==> src/hdl/sdaq_pkg.sv <==
// constants shared by the serial acquisition command responder
package sdaq_pkg;
    // frame characters
    localparam logic [7:0] SDAQ_START_CHAR  = 8'h21;
    localparam logic [7:0] SDAQ_MODULE_ADDR = 8'h30;
    localparam logic [7:0] SDAQ_CMD_READ    = 8'h52;
    localparam logic [7:0] SDAQ_SEL_ANALOG  = 8'h41;
    localparam logic [7:0] SDAQ_SEL_DIGITAL = 8'h44;
    // digital status byte layout
    localparam int         SDAQ_DOUT_BIT    = 0;
    localparam int         SDAQ_DIN_BIT     = 3;
    // converter
    localparam int         SDAQ_ADC_BITS    = 12;
    localparam int         SDAQ_NUM_CH      = 6;
    localparam int         SDAQ_CH_W        = 8;
    // serial timing
    localparam int         SDAQ_CLK_HZ      = 40_000_000;
    localparam int         SDAQ_BAUD        = 9600;
    localparam int         SDAQ_BIT_CLKS    = SDAQ_CLK_HZ / SDAQ_BAUD;
    localparam int         SDAQ_CNT_W       = 16;
    localparam logic [3:0] SDAQ_FRAME_BITS  = 4'ha;
    localparam logic [3:0] SDAQ_STOP_IDX    = 4'h9;

    typedef enum logic [3:0] {
        SDAQ_ST_IDLE = 4'h0,
        SDAQ_ST_ADDR = 4'h1,
        SDAQ_ST_CMD  = 4'h3,
        SDAQ_ST_SEL  = 4'h2,
        SDAQ_ST_CHAN = 4'h6,
        SDAQ_ST_CONV = 4'h7,
        SDAQ_ST_HI   = 4'h5,
        SDAQ_ST_LO   = 4'h4,
        SDAQ_ST_DIG  = 4'hc
    } sdaq_state_t;
endpackage

==> src/hdl/sdaq_tx_if.sv <==
// byte handshake between the responder and its serial transmitter
`timescale 1ns/1ps
interface sdaq_tx_if;
    logic       valid;
    logic       ready;
    logic [7:0] data;
    modport src (output valid, output data, input ready);
    modport snk (input valid, input data, output ready);
endinterface

==> src/hdl/sdaq_uart_tx.sv <==
// serial transmitter, 8 data bits, no parity, 1 stop bit
`timescale 1ns/1ps
module sdaq_uart_tx
    import sdaq_pkg::*;
#(
    parameter int BIT_CLKS = SDAQ_BIT_CLKS
) (
    input  wire logic core_clk,
    input  wire logic resetn,
    sdaq_tx_if.snk    tx,
    output logic      txd
);
    localparam logic [SDAQ_CNT_W-1:0] BIT_LAST = SDAQ_CNT_W'(BIT_CLKS - 1);

    logic [9:0]            sh_r;
    logic [3:0]            bits_r;
    logic [SDAQ_CNT_W-1:0] cnt_r;
    wire                   busy     = (bits_r != 4'h0);
    wire                   load     = tx.valid && !busy;
    wire                   bit_tick = busy && (cnt_r == BIT_LAST);

    assign tx.ready = !busy;
    // line idles high because the shifter refills with ones
    assign txd      = sh_r[0];

    always_ff @(posedge core_clk or negedge resetn) begin
        if (!resetn) begin
            sh_r   <= 10'h3ff;
            bits_r <= 4'h0;
            cnt_r  <= '0;
        end else if (load) begin
            sh_r   <= {1'b1, tx.data, 1'b0};
            bits_r <= SDAQ_FRAME_BITS;
            cnt_r  <= '0;
        end else if (bit_tick) begin
            sh_r   <= {1'b1, sh_r[9:1]};
            bits_r <= bits_r - 4'h1;
            cnt_r  <= '0;
        end else if (busy) begin
            cnt_r  <= cnt_r + 1'b1;
        end
    end
endmodule

==> src/hdl/sdaq_responder.sv <==
// command responder: serial receive, frame decode, reply sequencing
// What this block does
// - two bytes per channel, upper first
// - data byte names highest channel to convert
// - reply pair equals upper*256 plus lower
// - channels reported descending down to zero
// - digital read has no data, one reply
// - output level bit 0, input bit 3
// - act only on address character zero
// - 8 data bits, no parity, one stop
`timescale 1ns/1ps
module sdaq_responder
    import sdaq_pkg::*;
#(
    parameter int BIT_CLKS = SDAQ_BIT_CLKS,
    parameter int NUM_CH   = SDAQ_NUM_CH
) (
    input  wire logic                     core_clk,
    input  wire logic                     resetn,
    input  wire logic                     rxd,
    output logic                          txd,
    output logic                          adc_req,
    output logic [SDAQ_CH_W-1:0]          adc_chan,
    input  wire logic                     adc_done,
    input  wire logic [SDAQ_ADC_BITS-1:0] adc_data,
    input  wire logic                     dig_out_level,
    input  wire logic                     dig_in_pin
);
    localparam logic [SDAQ_CNT_W-1:0] BIT_LAST = SDAQ_CNT_W'(BIT_CLKS - 1);
    localparam logic [SDAQ_CNT_W-1:0] HALF_BIT = SDAQ_CNT_W'(BIT_CLKS / 2);
    localparam logic [SDAQ_CH_W-1:0]  CH_MAX   = SDAQ_CH_W'(NUM_CH - 1);

    ////////////////////////////////////////////////////////////////////////
    // pin synchronisers, a change counts once stages two and three agree
    logic [2:0] rx_sync_r;
    logic [2:0] din_sync_r;
    logic       rx_lvl_r;
    logic       din_lvl_r;

    always_ff @(posedge core_clk or negedge resetn) begin
        if (!resetn) begin
            rx_sync_r  <= 3'h7;
            din_sync_r <= 3'h0;
            rx_lvl_r   <= 1'b1;
            din_lvl_r  <= 1'b0;
        end else begin
            rx_sync_r  <= {rx_sync_r[1:0], rxd};
            din_sync_r <= {din_sync_r[1:0], dig_in_pin};
            if (rx_sync_r[1] == rx_sync_r[2])
                rx_lvl_r <= rx_sync_r[2];
            if (din_sync_r[1] == din_sync_r[2])
                din_lvl_r <= din_sync_r[2];
        end
    end

    ////////////////////////////////////////////////////////////////////////
    // receiver, samples mid-bit; framing errors drop the character
    logic                  rx_act_r;
    logic [SDAQ_CNT_W-1:0] rx_cnt_r;
    logic [3:0]            rx_bit_r;
    logic [7:0]            rx_sh_r;
    logic                  rx_vld_r;
    logic [7:0]            rx_byte_r;
    wire                   rx_samp   = rx_act_r && (rx_cnt_r == '0);
    wire                   rx_start  = !rx_act_r && !rx_lvl_r;
    wire                   rx_false  = rx_samp && rx_bit_r == 4'h0 && rx_lvl_r;
    wire                   rx_stop   = rx_samp && rx_bit_r == SDAQ_STOP_IDX;

    always_ff @(posedge core_clk or negedge resetn) begin
        if (!resetn) begin
            rx_act_r  <= 1'b0;
            rx_cnt_r  <= '0;
            rx_bit_r  <= 4'h0;
            rx_sh_r   <= 8'h00;
            rx_vld_r  <= 1'b0;
            rx_byte_r <= 8'h00;
        end else begin
            rx_vld_r <= rx_stop && rx_lvl_r;
            if (rx_stop && rx_lvl_r)
                rx_byte_r <= rx_sh_r;
            if (rx_start) begin
                rx_act_r <= 1'b1;
                rx_cnt_r <= HALF_BIT;
                rx_bit_r <= 4'h0;
            end else if (rx_false || rx_stop) begin
                rx_act_r <= 1'b0;
            end else if (rx_samp) begin
                rx_cnt_r <= BIT_LAST;
                rx_bit_r <= rx_bit_r + 4'h1;
                if (rx_bit_r != 4'h0)
                    rx_sh_r <= {rx_lvl_r, rx_sh_r[7:1]};
            end else if (rx_act_r) begin
                rx_cnt_r <= rx_cnt_r - 1'b1;
            end
        end
    end

    ////////////////////////////////////////////////////////////////////////
    // frame decode and reply sequencing
    sdaq_tx_if tx_if ();

    sdaq_uart_tx #(
        .BIT_CLKS (BIT_CLKS)
    ) u_tx (
        .core_clk (core_clk),
        .resetn   (resetn),
        .tx       (tx_if),
        .txd      (txd)
    );

    sdaq_state_t              st_r;
    sdaq_state_t              st_nxt;
    logic [SDAQ_CH_W-1:0]     ch_r;
    logic [SDAQ_ADC_BITS-1:0] res_r;
    logic                     adc_req_r;

    wire       tx_acc    = tx_if.valid && tx_if.ready;
    // a stray byte mid-frame restarts on a start character
    wire sdaq_state_t resync =
        (rx_byte_r == SDAQ_START_CHAR) ? SDAQ_ST_ADDR : SDAQ_ST_IDLE;
    wire       ch_ok     = (rx_byte_r <= CH_MAX);
    wire [7:0] hi_byte   = 8'(res_r >> 8);
    wire [7:0] lo_byte   = res_r[7:0];
    wire [7:0] dig_byte  = (8'(din_lvl_r) << SDAQ_DIN_BIT) |
                           (8'(dig_out_level) << SDAQ_DOUT_BIT);

    assign tx_if.valid = (st_r == SDAQ_ST_HI) || (st_r == SDAQ_ST_LO) ||
                         (st_r == SDAQ_ST_DIG);
    assign tx_if.data  = (st_r == SDAQ_ST_HI) ? hi_byte :
                         (st_r == SDAQ_ST_LO) ? lo_byte :
                         dig_byte;
    assign adc_req     = adc_req_r;
    assign adc_chan    = ch_r;

    always_comb begin
        st_nxt = st_r;
        unique case (st_r)
            SDAQ_ST_IDLE:
                if (rx_vld_r && rx_byte_r == SDAQ_START_CHAR)
                    st_nxt = SDAQ_ST_ADDR;
            SDAQ_ST_ADDR:
                if (rx_vld_r)
                    st_nxt = (rx_byte_r == SDAQ_MODULE_ADDR) ?
                             SDAQ_ST_CMD : resync;
            SDAQ_ST_CMD:
                if (rx_vld_r)
                    st_nxt = (rx_byte_r == SDAQ_CMD_READ) ?
                             SDAQ_ST_SEL : resync;
            SDAQ_ST_SEL:
                if (rx_vld_r) begin
                    if (rx_byte_r == SDAQ_SEL_ANALOG)
                        st_nxt = SDAQ_ST_CHAN;
                    else if (rx_byte_r == SDAQ_SEL_DIGITAL)
                        st_nxt = SDAQ_ST_DIG;
                    else
                        st_nxt = resync;
                end
            // raw channel byte may equal the start character
            SDAQ_ST_CHAN:
                if (rx_vld_r)
                    st_nxt = ch_ok ? SDAQ_ST_CONV : SDAQ_ST_IDLE;
            SDAQ_ST_CONV:
                if (adc_done)
                    st_nxt = SDAQ_ST_HI;
            SDAQ_ST_HI:
                if (tx_acc)
                    st_nxt = SDAQ_ST_LO;
            SDAQ_ST_LO:
                if (tx_acc)
                    st_nxt = (ch_r == '0) ?
                             SDAQ_ST_IDLE : SDAQ_ST_CONV;
            SDAQ_ST_DIG:
                if (tx_acc)
                    st_nxt = SDAQ_ST_IDLE;
            default:
                st_nxt = SDAQ_ST_IDLE;
        endcase
    end

    // bytes arriving while a reply runs are dropped, no queue
    always_ff @(posedge core_clk or negedge resetn) begin
        if (!resetn) begin
            st_r      <= SDAQ_ST_IDLE;
            ch_r      <= '0;
            res_r     <= '0;
            adc_req_r <= 1'b0;
        end else begin
            st_r      <= st_nxt;
            adc_req_r <= st_nxt == SDAQ_ST_CONV && st_r != SDAQ_ST_CONV;
            if (st_r == SDAQ_ST_CHAN && rx_vld_r)
                ch_r <= rx_byte_r;
            else if (st_r == SDAQ_ST_LO && tx_acc && ch_r != '0)
                ch_r <= ch_r - 1'b1;
            if (st_r == SDAQ_ST_CONV && adc_done)
                res_r <= adc_data;
        end
    end

    // upper byte as it left, the pair check needs both wire values
    logic [7:0] hi_sent_r;

    always_ff @(posedge core_clk or negedge resetn) begin
        if (!resetn)
            hi_sent_r <= 8'h00;
        else if (st_r == SDAQ_ST_HI && tx_acc)
            hi_sent_r <= tx_if.data;
    end
endmodule

==> config.mk <==
export PLATFORM = sky130hd
export DESIGN_NAME = sdaq_responder
export DESIGN_NICKNAME = d
export VERILOG_FILES = /design/src/hdl/sdaq_pkg.sv /design/src/hdl/sdaq_tx_if.sv /design/src/hdl/sdaq_uart_tx.sv /design/src/hdl/sdaq_responder.sv
export SDC_FILE = /design/constraint.sdc
export NUM_CORES = 1
export LEC_CHECK = 0
export BUFFER_PORTS_ARGS = -buffer_cell sky130_fd_sc_hd__clkbuf_2
export CAP_MARGIN = 5
export CORE_ASPECT_RATIO = 1.5
export CORE_UTILIZATION = 66
export CTS_CLUSTER_SIZE = 40
export DETAILED_ROUTE_END_ITERATION = 7
export PLACE_DENSITY = 0.95
export SLEW_MARGIN = 20
export SYNTH_ARGS = -nofsm -noshare
export SYNTH_HDL_FRONTEND = slang
export SYNTH_SLANG_ARGS = --single-unit
==> constraint.sdc <==
create_clock -name core_clk -period 6.3 [get_ports core_clk]
set_input_delay 1.26 -clock core_clk [delete_from_list [all_inputs] [get_ports core_clk]]
set_output_delay 1.26 -clock core_clk [all_outputs]
set_load 0.1 [all_outputs]
==> results of run 1 <==
sequential cells by signal, summed over array words and instances (netlist names), 8 cells and up:
| register | count |
|---|---|
| rx_byte_r | 8 |
| res_r | 12 |
| rx_cnt_r | 16 |
| u_tx.cnt_r | 16 |
| u_tx.sh_r | 9 |
| rx_sh_r | 8 |
| adc_chan | 8 |
layout make-up:
cell class,instances,area share [%]
clock buffers,13,3.10
clock inverters,3,0.805
inverters,19,1.31
multi-input cells,351,43.4
flip-flops and latches,100,46.3
well taps,100,2.30
repair buffers,29,2.81
metal layers:
layer  GRT usage [%]  part of all wire [%]  up-vias
li1                -                     -     1816
met1            34.0                    38     1934
met2            52.1                    53      176
met3            5.36                   4.5       46
met4            16.8                   4.1        0
met5               0                     0        -
per-stage QoR:
step                      power, mW  setup WS (ps)  cell area [um^2]  hold WS [ps]  instances
after floorplan               0.667           3550              5030           331        489
after global placement        0.686           3640              5230           338        599
after detailed placement      0.687           3520              5230           344        599
after CTS                      1.11           3480              5440           365        615
after global routing           1.14           3090              5440           366        615
final                          1.10           3440              5440           360        615
final timing paths:
| kind | from | to | slack (ps) | depth (start not counted) |
|---|---|---|---|---|
| min in group asynchronous | resetn | u_tx.cnt_r[4] | 820 | 1 |
| max in group asynchronous | resetn | rx_sh_r[0] | 4340 | 2 |
| setup reg to reg | u_tx.bits_r[0] | u_tx.sh_r[7] | 3440 | 8 |
| hold / removal | din_sync_r[0] | din_sync_r[1] | 360 | 0 |
| setup / recovery | u_tx.bits_r[0] | u_tx.sh_r[7] | 3440 | 8 |
| hold reg to reg | din_sync_r[0] | din_sync_r[1] | 360 | 0 |
cells by family (layout without fill, tap and decap cells):
kind of cell | count (synthesis) | after routing | synth area share [%]
DFF | 100 | 100 | 50.1
buffers and inverters | 38 | 64 | 2.96
and+or+nand+nor | 182 | 182 | 19.9
muxes | 40 | 40 | 8.71
AOI/OAI and AO/OA | 97 | 97 | 12.1
xor gates and xnor gates | 21 | 21 | 3.66
adders and majority gates | 11 | 11 | 2.64
synth_stat cells, drive strengths merged (6+ instances only):
| cell | number |
|---|---|
| ha | 9 |
| dfrtp | 87 |
| mux2 | 30 |
| and3 | 7 |
| nor3 | 15 |
| buf | 8 |
| nand3 | 9 |
| xor2 | 7 |
| o21ai | 32 |
| nor4 | 12 |
| xnor2 | 14 |
| inv | 19 |
| a31oi | 6 |
| nand4 | 8 |
| nand2 | 34 |
| nor2 | 50 |
| clkbuf | 11 |
| mux2i | 10 |
| dfstp | 13 |
| nor2b | 7 |
| a21oi | 30 |
where the power goes:
group / internal (mW) / total [mW] / leakage, nW / switching, mW
sequential: 0.647 / 0.650 / 1.28 / 0.00341
combinational: 0.00728 / 0.0233 / 1.12 / 0.0160
clock: 0.216 / 0.430 / 0.110 / 0.214
total: 0.870 / 1.10 / 2.51 / 0.233
worst max-delay path, stage by stage (launching register included):
cell and delay, ps:
sky130_fd_sc_hd__dfrtp_1 390, sky130_fd_sc_hd__inv_1 100, sky130_fd_sc_hd__ha_1 200, sky130_fd_sc_hd__nor3b_2 520, sky130_fd_sc_hd__nand3_1 590, sky130_fd_sc_hd__o21ai_1 510, sky130_fd_sc_hd__buf_4 300, sky130_fd_sc_hd__nor2_1 70
sky130_fd_sc_hd__a21oi_1 120
==> impl_metrics.csv, run 1 <==
group,metric,value,unit
yosys,synth_top_cell_area_share,43.3,%
floorplanning,dieWidth,73.3,um
clocking,ctsHtreeMaxLevel,3,
global_route,initial_antenna_violation_count,0,
floorplanning,io_pins,28,
cells_and_area,util_after_layout,74.3,%
worst_setup_path,worst-path-max-fanout,17,
sta,worst_slew_pin_slew,996,ps
cells_and_area,final_cell_mix,"sky130_fd_sc_hd__dfrtp_1 (87), sky130_fd_sc_hd__nor2_1 (49), sky130_fd_sc_hd__nand2_1 (33)",
sta,slew-limit-headroom,33.3,%
power,total_leakage_power,2.51,nW
global_route,grt_max_degree,65,
clocking,postCtsSetupBuffers,0,
yosys,ys_seq_area_share,50.1,%
worst_setup_path,setup.worst_path.start_class,"register",
cells_and_area,post_layout_nets,537,
drt,dr_total_vias,3972,
sta,max_clock_freq,0.349,GHz
global_route,grt-ovfl-total,0,
drt,routed_antenna_nets,0,
cells_and_area,final_layout_size_suffix_gt1_share,19.4,%
status,status,"complete, no violations",
floorplanning,die_height,109,um
yosys,synth_warnings,0,
drt,detail_route.wl_per_cell,17.5,um
cells_and_area,seq_area,0.00252,mm^2
sta,grt_setup_unrepaired,"no",
sta,fin_crit_sh,45.5,%
floorplanning,die_area,0.00798,mm^2
clocking,cts-resized-gates,0,
yosys,flip_flop_and_latch_count_after_synthesis,100,
worst_setup_path,worst-endpoint-required,6610,ps
sta,hold_viol_final,0,
drt,detail_route.first_pass.iterations,5,
power,pwr_dens,203,mW/mm^2
cells_and_area,syn_to_final_growth,8.21,%
drt,drtIter0Drc,490,
floorplanning,core-area,0.00732,mm^2
drt,postRouteWirelength,10800,um
yosys,dominantRegCellSynth,"sky130_fd_sc_hd__dfrtp_1",
floorplanning,rows,38,
sta,final.min_clock_period,2860,ps
floorplanning,effective_utilization_at_floorplan,68.7,%
clocking,clock_buffer_count_from_cts,9,
sta,setup_total_negative_slack,0,ps
yosys,avgSynthCellArea,10.3,um^2
worst_setup_path,timing_worst_setup_path_type,"register to register",
yosys,post-synth-top-area-cell,"sky130_fd_sc_hd__dfrtp_1",
global_route,gr-usage-all-layers,29.9,%
clocking,post_cts_hold_buffer_count,0,
yosys,synth_nets,516,
placement,dp.final_hpwl,7530,um
sta,timing_max_transition_violations_final,0,
power,ir_drop,0.000115,V
clocking,clock_net_sink_count,100,
global_route,grt_first_pass_wirelength,17900,um
yosys,ys_types,61,
yosys,post_synthesis_cell_area,0.00503,mm^2
clocking,cts_tree,"done",
yosys,async_set_reset_flop_share_out_of_synthesis,100,%
drt,vias_per_cell,6.46,
sta,skew,9.29,ps
worst_hold_path,hold_path.class,"register to register",
drt,detail_route.drc_violations,0,
yosys,edff_count_synth,0,
yosys,synth_area_leaders,"sky130_fd_sc_hd__dfrtp_1 (43%), sky130_fd_sc_hd__dfstp_2 (6.8%), sky130_fd_sc_hd__mux2_2 (6.7%), sky130_fd_sc_hd__nor2_1 (3.7%), sky130_fd_sc_hd__a21oi_1 (3.0%)",
sta,report.final.setup_viol,0,
cells_and_area,antennaDiodeCount,0,
yosys,number_of_cells_produced_by_synthesis,489,
global_route,vias_in_the_first_global_route,3843,
placement,number_of_port_buffers,27,
worst_setup_path,timing.critical_path.arrival,3170,ps
run,drv.max_cap_violation_count,0,
clocking,clkLatencyLatePin,370,ps
clocking,clkSlewWorstSetupHoldPaths,90,ps
placement,gp_routability_congestion,0.958,
cells_and_area,multi_input_area,0.00236,mm^2
cells_and_area,mostFrequentLayoutCell,"sky130_fd_sc_hd__dfrtp_1",
worst_setup_path,timing.critical_path.to_type,"register",
clocking,root_buffer,"sky130_fd_sc_hd__clkbuf_8",
clocking,clock_tree.buffer_depth,2,
cells_and_area,final.fill_count,488,
No activity file was read; power rests on OpenSTA's default activity.
==> run 2: changes to the inputs <==
--- a/config.mk
+++ b/config.mk
@@ -8,10 +8,10 @@
 export BUFFER_PORTS_ARGS = -buffer_cell sky130_fd_sc_hd__clkbuf_2
 export CAP_MARGIN = 5
 export CORE_ASPECT_RATIO = 1.5
-export CORE_UTILIZATION = 66
+export CORE_UTILIZATION = 61
 export CTS_CLUSTER_SIZE = 40
 export DETAILED_ROUTE_END_ITERATION = 7
-export PLACE_DENSITY = 0.95
+export PLACE_DENSITY = 0.91
 export SLEW_MARGIN = 20
 export SYNTH_ARGS = -nofsm -noshare
 export SYNTH_HDL_FRONTEND = slang
==> constraint.sdc (replaced) <==
create_clock -name core_clk -period 2.9 [get_ports core_clk]
set_input_delay 0.58 -clock core_clk [delete_from_list [all_inputs] [get_ports core_clk]]
set_output_delay 0.58 -clock core_clk [all_outputs]
set_load 0.1 [all_outputs]
==> impl_metrics.csv, run 2 (same netlist as run 1, synthesis figures left out) <==
group,metric,value,unit
status,status,"complete, no violations",
floorplanning,die_area,0.00862,mm^2
global_route,grt-ovfl-total,0,
global_route,grt_first_pass_wirelength,19000,um
cells_and_area,biggestRegsByFlops,"rx_cnt_r: 16 flops, u_tx.cnt_r: 16 flops, res_r: 12 flops",
worst_setup_path,timing.critical_path.buf_inv,1,
sta,finalWorstSetupSlack,424,ps
drt,vias_per_cell,6.32,
sta,worst_slew_pin_slew,837,ps
clocking,cts_tree,"done",
worst_setup_path,timing.critical_path.arrival,2710,ps
clocking,clock_net_sink_count,100,
worst_setup_path,worst-endpoint-required,3140,ps
power,part_of_the_power_in_combinational_logic,2.0,%
worst_setup_path,cp-startpoint,"rx_cnt_r[0]",
sta,max_clock_freq,0.404,GHz
drt,detail_route.drc_violations,0,
placement,gp_routability_congestion,0.953,
sta,final.min_clock_period,2480,ps
sta,timing_max_transition_violations_final,0,
worst_setup_path,timing_worst_setup_path_type,"register to register",
sta,skew,7.32,ps
floorplanning,effective_utilization_at_floorplan,62.8,%
cells_and_area,final_cell_mix,"sky130_fd_sc_hd__dfrtp_1 (87), sky130_fd_sc_hd__nor2_1 (49), sky130_fd_sc_hd__nand2_1 (33)",
floorplanning,core-area,0.00801,mm^2
floorplanning,die_height,113,um
clocking,ctsHtreeMaxLevel,3,
worst_setup_path,worst_r2r_startpoint,"rx_cnt_r[0]",
worst_setup_path,critical-path-slowest-cell,"sky130_fd_sc_hd__o31ai_4",
worst_setup_path,crit_family,"simple AND/OR/NAND/NOR gates",
power,p_switching,526,uW
cells_and_area,post_layout_nets,544,
worst_setup_path,cp_slowest_stage_delay,520,ps
cells_and_area,final_design_area_no_fill,0.00559,mm^2
clocking,clkSlewWorstSetupHoldPaths,60,ps
clocking,clkLatencyLatePin,350,ps
power,ir_drop,0.000330,V
drt,postRouteWirelength,11200,um
worst_setup_path,ff2ff_setup_slack,420,ps
global_route,initial_antenna_violation_count,0,
global_route,grt_max_degree,48,
worst_setup_path,path_cells,"inv_1 -> ha_1 -> nor3b_2 -> nand3_1 -> o31ai_4 -> o21ai_1 -> a21o_1",
drt,dr_total_vias,3965,
cells_and_area,antennaDiodeCount,0,
placement,dp.final_hpwl,7720,um
run,drv.max_cap_violation_count,0,
placement,postPlaceCellArea,0.00530,mm^2
cells_and_area,mostFrequentLayoutCell,"sky130_fd_sc_hd__dfrtp_1",
sta,setup_total_negative_slack,0,ps
placement,place.detailed.instances,611,
drt,detail_route.first_pass.iterations,5,
clocking,clock_tree.buffer_depth,2,
worst_setup_path,worst-path-max-fanout,11,
worst_setup_path,setup.worst_path.start_class,"register",
sta,report.final.setup_viol,0,
placement,place_worst_setup_slack,501,ps
drt,drtIter0Drc,344,
sta,slew-limit-headroom,42.8,%
clocking,root_buffer,"sky130_fd_sc_hd__clkbuf_16",
global_route,gr-usage-all-layers,28.3,%
cells_and_area,syn_to_final_growth,11.1,%
global_route,vias_in_the_first_global_route,4008,
power,internal_power,2.12,mW
sta,hold_viol_final,0,
worst_setup_path,timing.critical_path.to_type,"register",
power,clock_power_share,44.4,%
sta,fin_crit_sh,85.4,%
drt,detail_route.wl_per_cell,17.9,um
clocking,postCtsSetupBuffers,0,
clocking,cts-resized-gates,0,
drt,routed_antenna_nets,0,
cells_and_area,final.fill_count,550,
cells_and_area,util_after_layout,69.8,%
floorplanning,dieWidth,76.1,um
power,pwr_dens,473,mW/mm^2
clocking,clock_buffer_count_from_cts,9,
placement,number_of_port_buffers,27,
clocking,post_cts_hold_buffer_count,0,
power,p_sw_share,19.9,%
worst_hold_path,hold_path.class,"primary input to asynchronous set/reset pin",
cells_and_area,post_layout_nonfiller_instances,627,
worst_setup_path,regToRegEndpoint,"rx_cnt_r[12]",
power,share_seq_of_total_power,53.5,%
power,total_leakage_power,2.58,nW
floorplanning,io_pins,28,
worst_setup_path,worst_r2r_path_depth,7,
cells_and_area,final_layout_size_suffix_gt1_share,19.9,%
floorplanning,rows,40,
sta,grt_setup_unrepaired,"no",
## run 2: changes by cell type in the layout (fill, tap and decap cells not counted)
| cell | previous run | this run |
|---|---|---|
| sky130_fd_sc_hd__clkbuf_1 | 1 | 4 |
| sky130_fd_sc_hd__buf_4 | 3 | 9 |
| sky130_fd_sc_hd__buf_12 | 0 | 1 |
| sky130_fd_sc_hd__clkinv_4 | 1 | 0 |
| sky130_fd_sc_hd__clkbuf_16 | 0 | 9 |
| sky130_fd_sc_hd__clkbuf_8 | 12 | 1 |
## run 2: cell type report
type	count	area, um^2	area share [%]
Clock buffer	14	254	4.54
Clock inverter	2	35.0	0.627
Inverter	19	71.3	1.28
Multi-Input combinational cell	351	2360	42.2
Sequential cell	100	2520	45.1
Tap cell	105	131	2.35
Timing Repair Buffer	36	218	3.90
## run 2: power by group through the flow
stage | logic, mW | registers (mW) | clock network, mW
finish | 0.0540 | 1.41 | 1.17
global route | 0.0627 | 1.41 | 1.24
CTS | 0.0561 | 1.41 | 1.19
detailed placement | 0.0559 | 1.44 | 0
global placement | 0.0547 | 1.44 | 0
floorplan | 0.0139 | 1.43 | 0
## run 2: worst register-to-register path: stages (launching register included)
cell and delay (ps):
sky130_fd_sc_hd__dfrtp_1 400, sky130_fd_sc_hd__inv_1 110, sky130_fd_sc_hd__ha_1 180, sky130_fd_sc_hd__nor3b_2 390
sky130_fd_sc_hd__nand3_1 480, sky130_fd_sc_hd__o31ai_4 530, sky130_fd_sc_hd__o21ai_1 100, sky130_fd_sc_hd__a21o_1 180
## run 2: how the worst max path moves through the flow
stage | to | slack [ps] | depth (start not counted)
floorplan | adc_chan[6] | 150 | 8
global placement | adc_chan[3] | 590 | 7
detailed placement | adc_chan[5] | 500 | 7
CTS | rx_cnt_r[12] | 480 | 7
global route | rx_cnt_r[14] | 220 | 7
finish | rx_cnt_r[12] | 420 | 7
## run 2: through the flow
step	hold WS [ps]	power, mW
3_3_place_gp	334	1.49
2_1_floorplan	284	1.45
5_1_grt	283	2.72
6_report	239	2.64
4_1_cts	256	2.66
3_5_place_dp	337	1.50
## run 2: layer usage
layer	routed length (um)	GRT usage [%]	share of wire, %	vias to the layer above
met2	6030	50.9	54	152
met5	0	0	0	-
met1	4320	31.6	38	1940
li1	-	-	-	1829
met3	463	5.32	4.1	44
met4	403	15.3	3.6	0
